$ cat config.mk
export PLATFORM = sky130hd
export DESIGN_NAME = skl_scan_io
export DESIGN_NICKNAME = d
export VERILOG_FILES = /design/src/hdl/skl_pkg.sv /design/src/hdl/skl_scan_io.sv
export SDC_FILE = /design/constraint.sdc
export NUM_CORES = 1
export LEC_CHECK = 0
export BUFFER_PORTS_ARGS = -buffer_cell sky130_fd_sc_hd__buf_2
export CAP_MARGIN = 5
export CORE_ASPECT_RATIO = 1.25
export CORE_MARGIN = 5
export CORE_UTILIZATION = 40
export CTS_CLUSTER_SIZE = 20
export DETAILED_ROUTE_END_ITERATION = 12
export PLACE_DENSITY_LB_ADDON = 0.05
export RECOVER_POWER = 25
export SLEW_MARGIN = 20
export SYNTH_ARGS = -nofsm -noshare
export SYNTH_HDL_FRONTEND = slang
export SYNTH_SLANG_ARGS = --single-unit
$ cat constraint.sdc
create_clock -name clock -period 9.7 [get_ports clock]
set_clock_uncertainty 0.15 [all_clocks]
set_input_delay 1.94 -clock clock [delete_from_list [all_inputs] [get_ports clock]]
set_output_delay 1.94 -clock clock [all_outputs]
set_load 0.01 [all_outputs]
$ cat src/hdl/skl_pkg.sv
// What this block does
// - Key column data is taken only while that row's common line is driven low.
// - The active key row common line moves to the next row every 11.68 ms.
// - Lamp column data is driven so a lamp lights only while its row common is high.
// - Four lamp row commons are stepped in turn, each lit 1.46 ms in every 5.84 ms.
// - Group station numbers follow three rotary switches and track any change.
// - Switches 0, 1, 2 give X/Y 00-1F, 20-3F and 40-5F to the three groups.
// - The card takes three link stations out of at most eight on the link.
// - Contact chatter up to 3 ms on a direct input is never misread.
// - A direct input change is reported no sooner than 3 ms and no later than 16 ms.
// - Eight key row commons, eight key column inputs, lamp commons and lamp data in two groups.
package skl_pkg;
    localparam int CLK_HZ = 50_000_000;
    // Times in microseconds
    localparam int KEY_ROW_US = 11_680;
    localparam int LAMP_ROW_US = 1_460;
    localparam int DEB_US = 4_000;
    localparam int KEY_ROW_CYC = KEY_ROW_US * (CLK_HZ / 1_000_000);
    localparam int LAMP_ROW_CYC = LAMP_ROW_US * (CLK_HZ / 1_000_000);
    localparam int DEB_CYC = DEB_US * (CLK_HZ / 1_000_000);
    localparam int KEY_ROWS = 8;
    localparam int LAMP_ROWS = 4;
    localparam int STATIONS = 3;
    localparam int MAX_STATIONS = 8;
    localparam int FREE_STATIONS = MAX_STATIONS - STATIONS;
    localparam logic [3:0] STD_FIRST_SCAN_GROUP_SELECTOR = 4'h0;
    localparam logic [3:0] STD_SECOND_SCAN_GROUP_SELECTOR = 4'h1;
    localparam logic [3:0] STD_DIO = 4'h2;
    localparam logic [7:0] KEY_IDLE = 8'hFF;
    localparam logic [3:0] LAMP_IDLE = 4'h0;
endpackage : skl_pkg

$ cat src/hdl/skl_scan_io.sv
`timescale 1ns/100ps
module skl_scan_io #(
    parameter int KEY_ROW_CYC = skl_pkg::KEY_ROW_CYC,
    parameter int LAMP_ROW_CYC = skl_pkg::LAMP_ROW_CYC,
    parameter int DEB_CYC = skl_pkg::DEB_CYC
) (
    input wire logic clock,
    input wire logic rst_n,
    input wire logic [3:0] first_scan_group_selector,
    input wire logic [3:0] second_scan_group_selector,
    input wire logic [3:0] direct_io_group_selector,
    input wire logic [7:0] key_column_data_n,
    input wire logic [31:0] directIn,
    input wire logic [63:0] lampData,
    output logic [7:0] key_row_common_n,
    output logic [3:0] lamp_row_common_a,
    output logic [3:0] lamp_row_common_b,
    output logic [7:0] lamp_column_data_a_n,
    output logic [7:0] lamp_column_data_b_n,
    output logic [63:0] keyState,
    output logic [31:0] directState,
    output logic [3:0] scanOneStation,
    output logic [3:0] scanTwoStation,
    output logic [3:0] directStation
);
    // ************************
    // Input synchronisers
    // ************************
    logic [7:0] keyS1_r, keyS2_r;
    logic [31:0] dinS1_r, dinS2_r;
    logic [11:0] swS1_r, swS2_r;
    always_ff @(posedge clock or negedge rst_n) begin
        if (!rst_n) begin
            keyS1_r <= 8'hFF;
            keyS2_r <= 8'hFF;
            dinS1_r <= 32'h0;
            dinS2_r <= 32'h0;
            // Standard settings, so the stations keep their reset value through the sync
            swS1_r <= {skl_pkg::STD_DIO, skl_pkg::STD_SECOND_SCAN_GROUP_SELECTOR, skl_pkg::STD_FIRST_SCAN_GROUP_SELECTOR};
            swS2_r <= {skl_pkg::STD_DIO, skl_pkg::STD_SECOND_SCAN_GROUP_SELECTOR, skl_pkg::STD_FIRST_SCAN_GROUP_SELECTOR};
        end else begin
            keyS1_r <= key_column_data_n;
            keyS2_r <= keyS1_r;
            dinS1_r <= directIn;
            dinS2_r <= dinS1_r;
            swS1_r <= {direct_io_group_selector, second_scan_group_selector,
                first_scan_group_selector};
            swS2_r <= swS1_r;
        end
    end

    // ************************
    // Key row scan
    // ************************
    logic [19:0] keyCnt_r, keyCnt_nxt;
    logic [2:0] keyRow_r, keyRow_nxt;
    logic [7:0] keyCom_r, keyCom_nxt;
    logic [63:0] keyState_r, keyState_nxt;
    // Sample at the end of each row slot so the column lines have settled
    always_comb begin
        keyCnt_nxt = keyCnt_r + 20'h1;
        keyRow_nxt = keyRow_r;
        keyState_nxt = keyState_r;
        if (keyCnt_r == 20'(KEY_ROW_CYC - 1)) begin
            keyCnt_nxt = 20'h0;
            keyRow_nxt = keyRow_r + 3'h1;
            if (!keyCom_r[keyRow_r]) begin
                keyState_nxt[keyRow_r*8 +: 8] = ~keyS2_r;
            end
        end
        keyCom_nxt = ~(8'h01 << keyRow_nxt);
    end
    always_ff @(posedge clock or negedge rst_n) begin
        if (!rst_n) begin
            keyCnt_r <= 20'h0;
            keyRow_r <= 3'h0;
            keyCom_r <= skl_pkg::KEY_IDLE;
            keyState_r <= 64'h0;
        end else begin
            keyCnt_r <= keyCnt_nxt;
            keyRow_r <= keyRow_nxt;
            keyCom_r <= keyCom_nxt;
            keyState_r <= keyState_nxt;
        end
    end
    assign key_row_common_n = keyCom_r;
    assign keyState = keyState_r;

    // ************************
    // Lamp row scan
    // ************************
    logic [16:0] lampCnt_r, lampCnt_nxt;
    logic [1:0] lampRow_r, lampRow_nxt;
    logic [3:0] lampCom_r, lampCom_nxt;
    logic [15:0] lampDat_r, lampDat_nxt;
    // Data and common change on the same edge so no lamp ghosts a neighbour row
    always_comb begin
        lampCnt_nxt = lampCnt_r + 17'h1;
        lampRow_nxt = lampRow_r;
        if (lampCnt_r == 17'(LAMP_ROW_CYC - 1)) begin
            lampCnt_nxt = 17'h0;
            lampRow_nxt = lampRow_r + 2'h1;
        end
        lampCom_nxt = 4'h1 << lampRow_nxt;
        lampDat_nxt = {~lampData[32 + lampRow_nxt*8 +: 8], ~lampData[lampRow_nxt*8 +: 8]};
    end
    always_ff @(posedge clock or negedge rst_n) begin
        if (!rst_n) begin
            lampCnt_r <= 17'h0;
            lampRow_r <= 2'h0;
            lampCom_r <= skl_pkg::LAMP_IDLE;
            lampDat_r <= 16'hFFFF;
        end else begin
            lampCnt_r <= lampCnt_nxt;
            lampRow_r <= lampRow_nxt;
            lampCom_r <= lampCom_nxt;
            lampDat_r <= lampDat_nxt;
        end
    end
    assign lamp_row_common_a = lampCom_r;
    assign lamp_row_common_b = lampCom_r;
    assign lamp_column_data_a_n = lampDat_r[7:0];
    assign lamp_column_data_b_n = lampDat_r[15:8];

    // ************************
    // Direct input debounce
    // ************************
    // 4 ms of steady level: longer than 3 ms chatter, well under 16 ms
    logic [31:0] dinState_r, dinState_nxt;
    logic [17:0] debCnt_r [32];
    logic [17:0] debCnt_nxt [32];
    logic [31:0] debDone;
    always_comb begin
        dinState_nxt = dinState_r;
        for (int i = 0; i < 32; i++) begin
            debCnt_nxt[i] = 18'h0;
            debDone[i] = (debCnt_r[i] == 18'(DEB_CYC - 1));
            if (dinS2_r[i] != dinState_r[i]) begin
                debCnt_nxt[i] = debCnt_r[i] + 18'h1;
                if (debDone[i]) begin
                    dinState_nxt[i] = dinS2_r[i];
                    debCnt_nxt[i] = 18'h0;
                end
            end
        end
    end
    always_ff @(posedge clock or negedge rst_n) begin
        if (!rst_n) begin
            dinState_r <= 32'h0;
            for (int i = 0; i < 32; i++) begin
                debCnt_r[i] <= 18'h0;
            end
        end else begin
            dinState_r <= dinState_nxt;
            debCnt_r <= debCnt_nxt;
        end
    end
    assign directState = dinState_r;

    // ************************
    // Station assignment
    // ************************
    // three link stations
    logic [skl_pkg::STATIONS*4-1:0] station_r, station_nxt;
    always_comb begin
        station_nxt = swS2_r;
    end
    always_ff @(posedge clock or negedge rst_n) begin
        if (!rst_n) begin
            station_r <= {skl_pkg::STD_DIO, skl_pkg::STD_SECOND_SCAN_GROUP_SELECTOR, skl_pkg::STD_FIRST_SCAN_GROUP_SELECTOR};
        end else begin
            station_r <= station_nxt;
        end
    end
    assign scanOneStation = station_r[3:0];
    assign scanTwoStation = station_r[7:4];
    assign directStation = station_r[11:8];

    // ************************
    // Checks
    // ************************
    // one key row low, except the idle edge right after reset
    one_key_row_a: assert property (@(posedge clock) disable iff (!rst_n)
        $countones(~key_row_common_n) == 1 || !$past(rst_n))
        else $error("key rows not one hot");
    one_lamp_row_a: assert property (@(posedge clock) disable iff (!rst_n)
        $countones(lamp_row_common_a) == 1 || !$past(rst_n))
        else $error("lamp rows not one hot");
    key_row_step_a: assert property (@(posedge clock) disable iff (!rst_n)
        (keyCnt_r == 20'(KEY_ROW_CYC - 1)) |=> keyRow_r == $past(keyRow_r) + 3'h1)
        else $error("key row did not advance");
    lamp_row_step_a: assert property (@(posedge clock) disable iff (!rst_n)
        (lampCnt_r == 17'(LAMP_ROW_CYC - 1)) |=> lampRow_r == $past(lampRow_r) + 2'h1)
        else $error("lamp row did not advance");
    key_sample_a: assert property (@(posedge clock) disable iff (!rst_n)
        $changed(keyState_r) |-> $past(keyCnt_r) == 20'(KEY_ROW_CYC - 1))
        else $error("key sampled outside slot end");
    // data for active row, common and data from the same edge
    lamp_data_a: assert property (@(posedge clock) disable iff (!rst_n)
        !$past(rst_n) || (lamp_row_common_a == (4'h1 << lampRow_r)
            && lamp_column_data_a_n == ~8'($past(lampData) >> (lampRow_r * 8))
            && lamp_column_data_b_n == ~8'($past(lampData) >> (32 + lampRow_r * 8))))
        else $error("lamp data not for active row");
    din_settle_a: assert property (@(posedge clock) disable iff (!rst_n)
        ((dinState_r ^ $past(dinState_r)) & ~$past(debDone)) == 32'h0)
        else $error("direct input reported early");
    station_track_a: assert property (@(posedge clock) disable iff (!rst_n)
        station_r == $past(swS2_r))
        else $error("station does not follow switch");
endmodule : skl_scan_io

==> results.md <==
* Num Clock Sinks at 858
* Register bit total from synthesis at 858
* Worst Tran Pin Value at 2.84 ns
* Die area at 106,000 sq um
* H-tree Lvls at 3
* Top sig layer: met4
* DRT antenna net count at 0
* Ys Warns at 0
* Final Setup Violations at 0
* Syn_area_per_cell at 10.5 sq um
* Vias at 28.2k
* Outcome: complete, but fails checks
* Setup TNS at 0 ns
* Fin nets at 4,209
* CTS tree: built
* CP Launch Type: primary input
* Mapped Nets at 3,942
* Failing checks: max-capacitance violations, max-slew violations
* Register clock-pin slew on the reported worst setup and hold paths at 0.06 ns
* Most common cell after layout, fill and taps aside: dfrtp_1
* Max Fclk at 194 MHz
* Gp weighted congestion at 0.773
* Postcts setup bufs at 0
* Worst Hold Class: reg -> reg
* Die Y at 363 um
* Dpl cells at 5,266
* Setup crit end kind: asynchronous set/reset pin
* Non-Filler Instances at 5,442
* Port bufs at 257
* CTS Hold Buffers Added at 0
* CP max stage delay at 1.96 ns
* Ratio of cells with drive above 1 in the final layout at 15.2%
* DRT Pass-1 Iters at 7
* Required @ worst endpoint at 10.19 ns
* Synth Cell Area at 39,800 sq um
* CTS buffer count at 95
* Slowest-stage cell, CP: clkbuf_1
* Predominant post-synthesis flop cell: dfrtp_1
* Starting Density at 40.2%
* Register Area at 21,500 sq um
* I/O pins at 258
* Synth area leaders: dfrtp_1 (51%), xor2_1 (6.7%), nor2_1 (5.4%), nand4_1 (3.7%), xnor2_1 (3.3%)
* Final min period at 5.16 ns
* FF-to-FF Start: keyCnt_r[12]
* Antenna diodes at 0
* Hold Vio Cnt, Final at 0
* EDFF count, synth at 0
* Std-Cell Rows at 129
* DR WL met2 at 40,600 um
* Number of global-route vias before repair at 28.4k
* CP top delay family: buffers and inverters
* # DRC at 0
* M1 WL at 39,100 um
* Yosys cell types at 56
* Critical path cell sequence: clkbuf_1, buf_4, buf_12
* Post-synth ARST share at 100%
* Most frequent cells in the layout: dfrtp_1 (812), nor2_1 (576), xor2_1 (303), buf_2 (247), nand4_1 (237)
* Max-cap viol count at 1
* Worst VDD drop at 0.144 mV
* Register area share after synthesis at 54.1%
* Hold WS at 0.189 ns
* Grt ovf at 0
* Multi-input logic area at 17,400 sq um
* Clk Tree Root Cell: clkbuf_16
* Max-slew headroom at -89.6%
* Pleak at 19.5 nW
* Crit path buffers/inverters at 3
* Tot GR Track Use at 15.9%
* Fill count at 9,350
* Initial antenna violation count at 0
* Die width at 292 um
* HP Start: dinS1_r[31]
* CP Launch Point: rst_n
* PwrDens at 168 nW/um^2
* Post-cts sizing count at 0
* Yosys top cell area share at 51.1%
* Final Cycle Share at 53.2%
* Crit path kind: in -> async
* Post-synth top area cell: dfrtp_1
* Clock Tree Buf Depth at 3
* RSZ-0062 raised after global routing: no
* Final wirelength at 84,800 um
* WL met3 at 3450 um
* Core box area at 98,900 sq um
* Dpl hpwl at 57,100 um
* Area growth syn-to-layout at 14.9%
* Syn Inst Count at 3,786
* First-pass GRT wire length at 145,000 um
* CP max FO at 159
* Worst-skew pair later-pin latency at 0.66 ns
* WL/cell at 15.6 um
* CP arrival at 5.65 ns
* Max-slew violations at 48
* Largest net degree at the start of global routing at 160
* Iter 0 DRT Violations at 1,253
* Vias per cell at 5.18
==> worst register-to-register path, stage by stage (launching register included) <==
cell and delay, ns:
dfrtp_1 0.41, nor4b_1 0.41, nand4_1 0.96, a2111oi_4 1.00, mux2_2 0.42
==> kinds of logic (layout without fill, tap and decap cells) <==
kind of cell	Yosys count	count (layout)	synth area share (%)
flip-flops	858	858	54.1
AO/OA/AOI/OAI	316	316	4.89
adder cells (fa/ha/maj)	38	38	1.19
buffers and inverters	200	546	1.99
multiplexers	158	158	4.36
AND/OR/NAND/NOR	1762	1762	23.5
XOR/XNOR	454	454	9.99
==> where the power goes <==
group          internal [W]  switching [W]
Combinational     0.0000762       0.000176
Sequential          0.00365      0.0000460
Clock               0.00227        0.00148
Total               0.00599        0.00170
==> per-stage QoR <==
stage / total power [W] / utilization [%] / instance area, sq um / setup WS (ns)
after floorplan: 0.00386 / - / 39800 / 6.65
after global placement: 0.00402 / 43.0 / 42600 / 5.66
after detailed placement: 0.00403 / 43.0 / 42600 / 5.67
after CTS: 0.00785 / 46.3 / 45800 / 6.19
after global routing: 0.00804 / 46.2 / 45700 / 3.74
final: 0.00769 / 46.2 / 45700 / 4.54
==> synth_stat cells, types with 2 or more instances <==
master and n:
nor2b_1 7, xnor2_1 151, nor3_1 77, and4_1 67, nand2b_1 5, nand4_1 236, or4b_2 8, a2111oi_4 4
dfstp_2 46, o21ai_0 88, mux2_2 104, nand4bb_1 11, buf_2 13, or3_1 92, o211ai_1 15, or2_2 17
mux4_2 2, nor4b_1 26, or4_1 45, and2_1 71, nand2_1 173, nor4_1 70, buf_1 5, o21ai_1 16
a21oi_1 127, nor2_1 576, o31ai_2 10, o31ai_1 35, xor2_1 303, nor4bb_1 23, ha_1 38, nand3_1 214
buf_4 5, inv_1 75, dfrtp_1 812, nor4_4 3, a31o_2 9, a32oi_1 3, a22oi_1 3, clkbuf_1 101
mux2i_1 52, and3_1 34
==> state kept, by name (all words and copies together) (netlist names) <==
register           count
keyS2_r                8
directState           32
dinS1_r               32
lamp_row_common_a      4
dinS2_r               32
keyCnt_r              20
keyRow_r               3
lampRow_r              2
lampCnt_r             17
key_row_common_n       8
lampDat_r             16
station_r             12
debCnt_r             576
keyS1_r                8
station_nxt           12
keyState              64
swS1_r                12
==> area by class of cell <==
type                            count  share of cell area, %
Timing Repair Buffer              295                   3.45
Sequential cell                   858                   47.1
Clock inverter                     38                   1.03
Clock buffer                      138                   6.13
Tap cell                         1310                   3.58
Multi-Input combinational cell   2728                   38.1
Inverter                           75                  0.616
==> metal layers <==
metal,vias up,GRT usage (%)
li1,14000,-
met1,13700,21.6
met2,369,26.6
met3,103,2.82
met4,0,4.21
met5,-,0
==> worst paths after layout <==
check	depth (start not counted)	slack, ns	endpoint
hold / removal	0	0.19	dinS2_r[31]
setup / recovery	3	4.54	keyState[5]
max in group clock	1	6.24	key_row_common_n[4]
min in group asynchronous	1	2.06	debCnt_r[431]
setup reg to reg	4	6.25	keyState[25]
hold reg to reg	0	0.19	dinS2_r[31]
(Power assumes the default switching activity.)
